--- src/verilog/led_seq_regs.svh ---
// Purpose: Constants for the LED driver protection sequencer.
// Assumes: 10 MHz clock; comparator flags arrive synchronous to it.
// Notes:   Register offsets, bit positions, timings and thresholds.
`ifndef LED_SEQ_REGS_SVH
`define LED_SEQ_REGS_SVH

// ==========================================
// Register map
`define CTRL_OFS      8'h00
`define STAT_OFS      8'h04
`define SETP_OFS      8'h08
`define CTRL_SSR_BIT  0
`define CTRL_B85_BIT  1
`define CTRL_RST      2'h0

// ==========================================
// Timing
`define CLK_HZ        10000000
`define RECOVERY_S    4
`define UVP_MS        90
`define PWM_DIMMING_INPUT_LOW_MS   25
`define RECOVERY_CYC  (`RECOVERY_S * `CLK_HZ)
`define UVP_CYC       (`UVP_MS * (`CLK_HZ / 1000))
`define PWM_DIMMING_INPUT_LOW_CYC  (`PWM_DIMMING_INPUT_LOW_MS * (`CLK_HZ / 1000))

// ==========================================
// Thresholds and counts
`define WSHORT_PULSES 3'h4
`define FULL_SP       8'hff
`define DUTY_FULL     8'hf3
`define VALLEY_HYST   8'h10
`define DIV_STEPS     4'h8
`define GAIN_RST      8'h80

`endif
--- src/verilog/led_seq_pkg.sv ---
// Purpose: Types for the LED driver protection sequencer.
// Assumes: Constants come from led_seq_regs.svh.
// Notes:   Whole block state is one packed struct.
package led_seq_pkg;

  // ==========================================
  // Sequencer states, Gray along off-run-wait
  typedef enum logic [1:0] {
    ST_OFF  = 2'h0,
    ST_RUN  = 2'h1,
    ST_WAIT = 2'h3
  } seq_state_e;

  // ==========================================
  // Complete register state
  typedef struct packed {
    seq_state_e  state;      // Sequencer state
    logic [25:0] wait_cnt;   // Recovery timer
    logic [25:0] uvp_cnt;    // Aux-low timer
    logic [25:0] low_cnt;    // PWM dim low timer
    logic        pwm_dimming_input_dis;   // PWM dim disable
    logic        gate;       // Gate drive
    logic [7:0]  on_cnt;     // Cycles since gate on
    logic        short_hit;  // Short seen this pulse
    logic [2:0]  short_run;  // Consecutive short pulses
    logic        pwm_dimming_input_prev;  // PWM dim last level
    logic [15:0] hi_cnt;     // PWM high duration
    logic [15:0] per_cnt;    // PWM period
    logic [16:0] rem;        // Divider remainder
    logic [15:0] dvs;        // Divider divisor
    logic [3:0]  step;       // Divider steps left
    logic [7:0]  quo;        // Divider quotient
    logic [7:0]  duty;       // Measured duty
    logic [7:0]  setpoint;   // Output current setpoint
    logic [7:0]  gain;       // Peak reference gain
    logic [7:0]  peak_ref;   // Peak current reference
    logic [23:0] ref_acc;    // Reference sum over half line
    logic [15:0] acc_n;      // Samples in sum
    logic [2:0]  valley_sel; // Locked valley
    logic [7:0]  lock_sp;    // Setpoint at lock
    logic [7:0]  lock_line;  // Line level at lock
    logic [2:0]  valley_cnt; // Valleys seen this cycle
    logic        boost;      // CV loop boost
    logic [1:0]  ctrl;       // Control register
    logic [2:0]  cause;      // Last fault cause
    logic [31:0] rdata;      // Read data
  } seq_s;

endpackage : led_seq_pkg

--- src/verilog/led_driver_protection_sequencer.sv ---
// Purpose: Gate sequencing, protection timing and setpoint for a
//          quasi-resonant flyback LED controller.
// Assumes: All flag inputs are clean and synchronous to clock.
// Notes:   Analog comparators sit outside; peak_ref feeds a DAC.
`include "led_seq_regs.svh"

module led_driver_protection_sequencer
  import led_seq_pkg::*;
#(
  parameter logic [25:0] RECOVERY_CYCLES = 26'(`RECOVERY_CYC),
  parameter logic [25:0] UVP_CYCLES      = 26'(`UVP_CYC),
  parameter logic [25:0] PWM_DIMMING_INPUT_LOW_CYCLES = 26'(`PWM_DIMMING_INPUT_LOW_CYC),
  parameter logic [7:0]  LEB_CYCLES      = 8'h03,
  parameter logic [7:0]  BCS_CYCLES      = 8'h01,
  parameter logic [7:0]  MAX_ON_CYCLES   = 8'hc8
) (
  input  wire logic        clock,
  input  wire logic        rst,
  // Register port
  input  wire logic [7:0]  addr,
  input  wire logic [31:0] wdata,
  input  wire logic        wr,
  input  wire logic        rd,
  output logic      [31:0] rdata,
  // Comparator flags and samples
  input  wire logic        vcc_ovp,
  input  wire logic        aux_fast_ovp,
  input  wire logic        aux_slow_ovp,
  input  wire logic        aux_short_low,
  input  wire logic        line_good,
  input  wire logic        over_temp,
  input  wire logic        cs_peak,
  input  wire logic        cs_ref_trip,
  input  wire logic        cs_stop,
  input  wire logic        valley_pulse,
  input  wire logic        half_line,
  input  wire logic [7:0]  line_sample,
  input  wire logic [7:0]  line_level,
  input  wire logic        cv_active,
  input  wire logic [7:0]  cv_level,
  input  wire logic        vout_below_80,
  input  wire logic        vout_below_85,
  input  wire logic        analog_dim_enable,
  input  wire logic        analog_dim_full,
  input  wire logic [7:0]  analog_dimming_input,
  input  wire logic        pwm_dimming_input,
  input  wire logic        pwm_dim_open,
  // Power stage and loop outputs
  output logic             gate_drive,
  output logic [7:0]       peak_ref,
  output logic [7:0]       output_current_setpoint,
  output logic             cv_boost
);

  // ==========================================
  // State
  seq_s q_ff;      // Registered state
  seq_s nxt_q;     // Next state

  // Absolute difference of two bytes
  function automatic logic [7:0] absdiff(input logic [7:0] a,
                                         input logic [7:0] b);
    absdiff = (a > b) ? (a - b) : (b - a);
  endfunction : absdiff

  // ==========================================
  // Next-state logic
  always_comb begin
    logic        hard_fault;  // Fault that starts a recovery wait
    logic        hold_off;    // Condition that keeps the stage idle
    logic        leb_done;    // Main blanking over
    logic        pulse_end;   // Gate turns off this cycle
    logic [15:0] prod;        // Scratch product
    logic [16:0] rsh;         // Shifted remainder
    logic [7:0]  sp;          // Setpoint before CV clamp
    logic [2:0]  target;      // Wanted valley
    logic [2:0]  cause;       // Fault cause code
    logic [25:0] uvp_next;    // Next aux-low count
    logic        uvp_trip;    // Aux low too long
    logic        short_trip;  // Winding short confirmed
    nxt_q      = q_ff;
    hard_fault = 1'b0;
    cause      = 3'h0;
    prod       = 16'h0000;
    rsh        = 17'h00000;
    sp         = 8'h00;
    target     = 3'h0;
    uvp_next   = 26'h0;
    uvp_trip   = 1'b0;
    short_trip = 1'b0;
    hold_off   = 1'b0;
    leb_done   = 1'b0;
    pulse_end  = 1'b0;

    // Register writes
    // Only the control offset is writable; others are ignored
    if (wr && addr == `CTRL_OFS) begin
      nxt_q.ctrl = wdata[1:0];
    end

    // PWM dim low timer
    // Open or high input clears the timer at once
    if (pwm_dim_open || pwm_dimming_input) begin
      nxt_q.low_cnt  = 26'h0;
      nxt_q.pwm_dimming_input_dis = 1'b0;
    end else if (q_ff.low_cnt >= PWM_DIMMING_INPUT_LOW_CYCLES) begin
      nxt_q.pwm_dimming_input_dis = 1'b1;
    end else begin
      nxt_q.low_cnt = q_ff.low_cnt + 26'h1;
    end

    // PWM duty counters, restart on each rising edge
    nxt_q.pwm_dimming_input_prev = pwm_dimming_input;
    if (pwm_dimming_input && !q_ff.pwm_dimming_input_prev) begin
      nxt_q.rem     = {1'b0, q_ff.hi_cnt};
      nxt_q.dvs     = q_ff.per_cnt;
      nxt_q.step    = `DIV_STEPS;
      nxt_q.quo     = 8'h00;
      nxt_q.hi_cnt  = 16'h0001;
      nxt_q.per_cnt = 16'h0001;
    end else begin
      if (q_ff.per_cnt != 16'hffff) begin
        nxt_q.per_cnt = q_ff.per_cnt + 16'h1;
      end
      if (pwm_dimming_input && q_ff.hi_cnt != 16'hffff) begin
        nxt_q.hi_cnt = q_ff.hi_cnt + 16'h1;
      end
    end

    // Restoring divider: duty = high * 256 / period
    if (q_ff.step != 4'h0) begin
      rsh = {q_ff.rem[15:0], 1'b0};
      if (rsh >= {1'b0, q_ff.dvs}) begin
        nxt_q.rem = rsh - {1'b0, q_ff.dvs};
        nxt_q.quo = {q_ff.quo[6:0], 1'b1};
      end else begin
        nxt_q.rem = rsh;
        nxt_q.quo = {q_ff.quo[6:0], 1'b0};
      end
      nxt_q.step = q_ff.step - 4'h1;
      if (q_ff.step == 4'h1) begin
        nxt_q.duty = nxt_q.quo;
      end
    end

    // Setpoint selection
    sp = analog_dim_full ? `FULL_SP : analog_dimming_input;
    if (!pwm_dim_open && pwm_dimming_input &&
        q_ff.per_cnt == 16'hffff) begin
      // Dimming signal removed while high: run at full
      prod = {sp, 8'h00};
    end else if (!pwm_dim_open && q_ff.duty < `DUTY_FULL) begin
      prod = sp * q_ff.duty;
    end else begin
      prod = {sp, 8'h00};
    end
    nxt_q.setpoint = prod[15:8];
    if (cv_active && cv_level < prod[15:8]) begin
      nxt_q.setpoint = cv_level;
    end

    // Peak reference shaped by line, gain trimmed each half line
    prod = q_ff.gain * line_sample;
    nxt_q.peak_ref = (prod[15:14] != 2'h0) ? 8'hff : prod[13:6];
    if (half_line) begin
      if (q_ff.ref_acc > q_ff.setpoint * q_ff.acc_n) begin
        if (q_ff.gain != 8'h01) begin
          nxt_q.gain = q_ff.gain - 8'h1;
        end
      end else if (q_ff.gain != 8'hff) begin
        nxt_q.gain = q_ff.gain + 8'h1;
      end
      nxt_q.ref_acc = 24'h0;
      nxt_q.acc_n   = 16'h0000;
    end else if (q_ff.acc_n != 16'hffff) begin
      nxt_q.ref_acc = q_ff.ref_acc + {16'h0000, q_ff.peak_ref};
      nxt_q.acc_n   = q_ff.acc_n + 16'h1;
    end

    // Valley lock, moved only on a large setpoint or line change
    target = 3'h4 - {1'b0, q_ff.setpoint[7:6]};
    if (absdiff(q_ff.setpoint, q_ff.lock_sp) > `VALLEY_HYST ||
        absdiff(line_level, q_ff.lock_line) > `VALLEY_HYST) begin
      nxt_q.valley_sel = target;
      nxt_q.lock_sp    = q_ff.setpoint;
      nxt_q.lock_line  = line_level;
    end

    // CV loop boost threshold chosen by control bit
    nxt_q.boost = q_ff.ctrl[`CTRL_B85_BIT] ? vout_below_85
                                           : vout_below_80;

    // Aux-low timer runs only while switching
    if (q_ff.state == ST_RUN && aux_short_low) begin
      uvp_next = q_ff.uvp_cnt + 26'h1;
    end
    // Counter clears on trip; a low that lasts past the wait counts again in run and trips again
    uvp_trip      = (uvp_next >= UVP_CYCLES);
    nxt_q.uvp_cnt = uvp_trip ? 26'h0 : uvp_next;

    // Gate pulse: blanking, limits and winding short sampling
    leb_done  = (q_ff.on_cnt >= LEB_CYCLES);
    pulse_end = q_ff.gate && ((leb_done && (cs_peak || cs_ref_trip)) ||
                q_ff.on_cnt >= MAX_ON_CYCLES);
    if (q_ff.gate && !leb_done && q_ff.on_cnt >= BCS_CYCLES &&
        cs_stop) begin
      nxt_q.short_hit = 1'b1;
    end
    if (pulse_end) begin
      if (q_ff.short_hit) begin
        nxt_q.short_run = q_ff.short_run + 3'h1;
      end else begin
        nxt_q.short_run = 3'h0;
      end
      short_trip = q_ff.short_hit &&
                   (q_ff.short_run + 3'h1 >= `WSHORT_PULSES);
    end

    // Fault sources; OVPs stay armed in any regulation mode
    if (vcc_ovp) begin
      hard_fault = 1'b1;
      cause      = 3'h1;
    end
    if (aux_fast_ovp) begin
      hard_fault = 1'b1;
      cause      = 3'h2;
    end
    if (uvp_trip) begin
      hard_fault = 1'b1;
      cause      = 3'h3;
    end
    if (short_trip) begin
      hard_fault = 1'b1;
      cause      = 3'h4;
    end
    hold_off = !line_good ||
               over_temp ||
               !analog_dim_enable ||
               q_ff.pwm_dimming_input_dis;

    // Sequencer
    case (q_ff.state)
      // Idle: go to wait on a fault, else leave when no hold remains
      ST_OFF: begin
        nxt_q.gate = 1'b0;
        if (hard_fault) begin
          nxt_q.state    = ST_WAIT;
          nxt_q.wait_cnt = 26'h0;
          nxt_q.cause    = cause;
        end else if (!hold_off) begin
          nxt_q.state = ST_RUN;
        end
      end
      // Switching: faults first, then holds, then pulse timing
      ST_RUN: begin
        if (hard_fault) begin
          nxt_q.state    = ST_WAIT;
          nxt_q.gate     = 1'b0;
          nxt_q.wait_cnt = 26'h0;
          nxt_q.cause    = cause;
        end else if (hold_off) begin
          nxt_q.state = ST_OFF;
          nxt_q.gate  = 1'b0;
        end else if (pulse_end) begin
          nxt_q.gate       = 1'b0;
          nxt_q.valley_cnt = 3'h0;
        end else if (!q_ff.gate && valley_pulse && !aux_slow_ovp) begin
          // Slow OVP skips pulses in any regulation mode
          if (q_ff.valley_cnt + 3'h1 >= q_ff.valley_sel) begin
            nxt_q.gate      = 1'b1;
            nxt_q.on_cnt    = 8'h00;
            nxt_q.short_hit = 1'b0;
          end else begin
            nxt_q.valley_cnt = q_ff.valley_cnt + 3'h1;
          end
        end
        if (q_ff.gate && q_ff.on_cnt != 8'hff) begin
          nxt_q.on_cnt = q_ff.on_cnt + 8'h1;
        end
      end
      // Recovery wait: gate held low, timer restarts on refault
      ST_WAIT: begin
        nxt_q.gate      = 1'b0;
        nxt_q.short_run = 3'h0;
        if (hard_fault) begin
          nxt_q.wait_cnt = 26'h0;
          nxt_q.cause    = cause;
        end else if (q_ff.wait_cnt >= RECOVERY_CYCLES - 26'h1) begin
          nxt_q.state = ST_OFF;
        end else begin
          nxt_q.wait_cnt = q_ff.wait_cnt + 26'h1;
        end
      end
      // Illegal code: fall back to idle with the gate off
      default: begin
        nxt_q.state = ST_OFF;
        nxt_q.gate  = 1'b0;
      end
    endcase

    // Register reads, data one cycle later
    // Read data is zero outside the cycle after a read
    nxt_q.rdata = 32'h0;
    if (rd) begin
      case (addr)
        `CTRL_OFS: nxt_q.rdata = {30'h0, q_ff.ctrl};
        `STAT_OFS: nxt_q.rdata = {23'h0, q_ff.pwm_dimming_input_dis, q_ff.short_run,
                                  q_ff.cause, q_ff.state};
        `SETP_OFS: nxt_q.rdata = {8'h00, q_ff.duty, q_ff.peak_ref,
                                  q_ff.setpoint};
        default:   nxt_q.rdata = 32'h0;
      endcase
    end
  end

  // ==========================================
  // State register
  always_ff @(posedge clock or posedge rst) begin
    if (rst) begin
      // Clear all, then set the nonzero reset values
      q_ff            <= '0;
      q_ff.state      <= ST_OFF;
      q_ff.ctrl       <= `CTRL_RST;
      q_ff.gain       <= `GAIN_RST;
      q_ff.duty       <= `FULL_SP;
      q_ff.setpoint   <= `FULL_SP;
      q_ff.valley_sel <= 3'h1;
      q_ff.pwm_dimming_input_prev  <= 1'b1;
    end else begin
      // Take the whole next state at once
      q_ff <= nxt_q;
    end
  end

  // ==========================================
  // Outputs, all straight from flip-flops
  assign rdata                   = q_ff.rdata;
  assign gate_drive              = q_ff.gate;
  assign peak_ref                = q_ff.peak_ref;
  assign output_current_setpoint = q_ff.setpoint;
  assign cv_boost                = q_ff.boost;

endmodule : led_driver_protection_sequencer

--- config.mk ---
export PLATFORM = sky130hd
export DESIGN_NAME = led_driver_protection_sequencer
export DESIGN_NICKNAME = d
export VERILOG_FILES = /design/src/verilog/led_seq_pkg.sv /design/src/verilog/led_driver_protection_sequencer.sv
export VERILOG_INCLUDE_DIRS = /design/src /design/src/verilog
export SDC_FILE = /design/constraint.sdc
export NUM_CORES = 1
export LEC_CHECK = 0
export BUFFER_PORTS_ARGS = -buffer_cell sky130_fd_sc_hd__buf_4
export CAP_MARGIN = 30
export CORE_MARGIN = 1.5
export CORE_UTILIZATION = 45
export CTS_BUF_LIST = sky130_fd_sc_hd__clkbuf_8
export CTS_CLUSTER_DIAMETER = 60
export DETAILED_ROUTE_END_ITERATION = 7
export GPL_TIMING_DRIVEN = 0
export RECOVER_POWER = 25
export SLEW_MARGIN = 20
export SYNTH_ARGS = -nofsm -noshare
export SYNTH_HDL_FRONTEND = slang
export SYNTH_SLANG_ARGS = --single-unit
--- constraint.sdc ---
create_clock -name clock -period 12.55 [get_ports clock]
set_input_delay 0.6275 -clock clock [delete_from_list [all_inputs] [get_ports clock]]
set_output_delay 0.6275 -clock clock [all_outputs]
set_load 0.02 [all_outputs]
==> reports/results.tsv <==
stage	metric	value	unit
synth	synth_xor_area_share	5.29	%
job	maxCapViolations	2	
placed_design	place_area	27000	um^2
cts	htree_levels	2	
setup_path	path_buf_inv	6	
timing	tightest_slew	5.48	ns
timing	timing.final.crit_share	68.2	%
detailed_routing	drt-vias-per-instance	5.26	
setup_path	r2r_slack	3.99	ns
layout	final_core_utilization	51.2	%
worst_hold_path	hold_class	primary input to flop	
timing	timing.setup.tns	0	ns
timing	relSlewSlack	-266	%
setup_path	critPathSlowestCell	nor3_1	
synth	synthFlopType	dfrtp_1	
die	core	55200	um^2
layout	layout-drive-gt1-share	11.1	%
synth	synth_mux_area_share	2.94	%
cts	cts_buffers	57	
layout	finish.net_count	3448	
cts	cts.sinks	294	
detailed_routing	drc	0	
setup_path	cp_num_cells	30	
synth	synth.area.top_cells	dfrtp_1, fa_1, ha_1	
synth	synthTopCellsByCount	inv_1, nand2_1, dfrtp_1	
setup_path	cp-endpoint	q_ff[112]	
synth	yosysSeqAreaShare	29.3	%
die	die_area	57400	um^2
grt	antenna_found_initial	2	
synth	synth-seq-cells	294	
detailed_routing	wl_per_cell	16.2	um
layout	n_fill_cell	5207	
timing	setup_viol	0	
synth	synth_top_family_by_area	adder cells	
synth	synth_compound_area_share	11.6	%
status	run_status	finished with violations	
synth	synth.most_common_cell	inv_1	
setup_path	start_kind	flop	
synth	ys_warn_count	0	
setup_path	max_stage_delay	0.67	ns
die	start_util	45.6	%
setup_path	worstPathMaxFanout	10	
timing	fin_crit	8.56	ns
synth	async_flop_share	100	%
synth	yosys.area_share.simple	19.6	%
cts	clkLatencyLatePin	0.66	ns
pwr	vdd_drop_max	0.250	mV
die	die_x	240	um
pwr	powerDensity	236	nW/um^2
synth	postSynthCellCount	2798	
timing	fin_worst_skew	0.0318	ns
synth	synthAdderAreaFrac	23.4	%
timing	rsz0062_at_grt	no	
setup_path	r2r_cells	30	
setup_path	worstPathArrival	9.07	ns
die	num_rows	86	
layout	layout-area-overhead-vs-synth	12.3	%
synth	synth_area_per_cell	9.00	um^2
grt	grt_overflow_total	0	
setup_path	rr_startpoint	output_current_setpoint[6]	
die	die_h	240	um
cts	cts_tree	built	
synth	netlist_area	25200	um^2
synth	synth_area_leader_cell	dfrtp_1	
layout	multiInputGateArea	15900	um^2
grt	grt_pass1_vias	20500	
status	violations	capacitance limit, slew limit	
placed_design	io_buffers	104	
grt	grt_pass1_wl	103000	um
synth	netlist.area_leader.share	27.3	%
timing	fmax	117	MHz
synth	synthDistinctLibCells	87	
layout	ff_latch_area	7380	um^2
detailed_routing	dr.pass1.iters	5	
placed_design	gp_congestion	0.855	
die	ioPinCount	144	
setup_path	path_class	flop to flop	
detailed_routing	num_vias	19900	
pwr	leakagePower	13.8	nW
detailed_routing	wl	61300	um
cts	cts_setup_buffers	0	
cts	path_clk_slew	0.06	ns
timing	hold_viol	0	
setup_path	r2r-end	q_ff[112]	
detailed_routing	drt_iter0_markers	1051	
grt	grt_usage	22.3	%
synth	synth_edf_count	0	
setup_path	critPathRequiredTime	13.05	ns
detailed_routing	postRouteAntennaNets	0	
setup_path	cp-end-kind	flop	
grt	grt_max_degree	96	
cts	cts-root-buf	clkbuf_8	
setup_path	path_delay_family	adder cells	
cts	cts_max_path_buffers	3	
layout	stdcell_area	28300	um^2
setup_path	crit_start	output_current_setpoint[6]	
placed_design	dp_hpwl	46900	um
timing	slew_viol_final	160	
[flip-flops by register name, summed over array words and instances, names as in the netlist]
register,flops
peak_ref,8
q_ff,252
rdata,24
cv_boost,1
gate_drive,1
output_current_setpoint,8
[report_power, final]
group / internal (mW) / switching (mW) / total [mW] / leakage, nW
logic: 1.89 / 2.42 / 4.31 / 9.26
clock network: 0.575 / 0.446 / 1.02 / 0.707
registers: 1.15 / 0.185 / 1.34 / 3.81
total: 3.62 / 3.05 / 6.67 / 13.8
[timing repair]
item / CTS / global route
resized for setup: 0 / 0
hold buffers: 1 / 0
hold endpoints to repair: 19 / 0
[worst reg2reg max path, delay by kind of cell (launching register included)]
kind / cells / cell delay (ns)
buffers and inverters: 6 / 1.05
xor gates and xnor gates: 2 / 0.51
AOI/OAI and AO/OA: 7 / 1.55
adders and majority gates: 6 / 2.62
DFF: 1 / 0.59
and+or+nand+nor: 9 / 2.12
[cell families after synthesis]
kind of cell | after synthesis
AND/OR/NAND/NOR | 984
buffers and inverters | 465
AO/OA/AOI/OAI | 456
flip-flops | 294
multiplexers | 71
adder cells (fa/ha/maj) | 375
other | 1
XOR/XNOR | 152
[layout by cell type (no fill, tap or decap), types with 19 or more instances in the layout]
| cell | n |
|---|---|
| ha_1 | 215 |
| o21ai_0 | 104 |
| inv_1 | 320 |
| xnor2_1 | 75 |
| nor2_1 | 195 |
| buf_4 | 151 |
| a21o_1 | 27 |
| clkbuf_8 | 78 |
| nor2b_1 | 36 |
| nand3_1 | 66 |
| nand2b_1 | 28 |
| nor3_1 | 38 |
| a21oi_1 | 155 |
| mux2i_1 | 50 |
| xor2_1 | 77 |
| dfrtp_1 | 275 |
| nand4_1 | 35 |
| a41oi_1 | 20 |
| and2_1 | 165 |
| clkbuf_1 | 94 |
| or3_1 | 26 |
| fa_1 | 160 |
| dfstp_2 | 19 |
| nand2_1 | 283 |
| and3_1 | 47 |
| a31oi_1 | 20 |
[layout make-up]
cell class,instances,area share [%]
plain buffers,158,2.89
repair buffers,109,3.01
diodes,2,0.0177
clock inverters,29,0.589
well taps,748,3.31
multi-input cells,2052,56.2
flip-flops and latches,294,26.1
inverters,307,4.08
clock buffers,78,3.80
[stage by stage]
step	worst slack (ns)	hold WS, ns	total power [mW]	instances
detailed placement	4.05	0.476	5.69	3667
CTS	4.01	0.0793	6.76	3775
finish	3.99	0.207	6.67	3777
floorplan	3.83	0.447	4.65	2811
global route	3.44	0.174	7.43	3776
global placement	0.0723	0.468	5.55	3663
[how the worst min path moves through the flow]
stage | cells past startpoint | slack (ns) | start | endpoint
after floorplan | 1 | 0.45 | q_ff[250] | q_ff[250]
after detailed placement | 1 | 0.48 | q_ff[246] | q_ff[246]
after global placement | 1 | 0.47 | q_ff[250] | q_ff[250]
after CTS | 1 | 0.08 | pwm_dimming_input | q_ff[209]
final | 3 | 0.21 | cv_level[6] | output_current_setpoint[6]
after global routing | 3 | 0.17 | cv_level[6] | output_current_setpoint[6]
[layer usage]
| metal | part of all wire [%] | GRT usage [%] | up-vias |
|---|---|---|---|
| li1 | - | - | 9641 |
| met1 | 47 | 31.2 | 9743 |
| met2 | 46 | 35.8 | 371 |
| met3 | 4.3 | 3.22 | 104 |
| met4 | 2.4 | 6.18 | 2 |
| met5 | 0.018 | 0 | - |
Power figures use the tool's default switching activity.
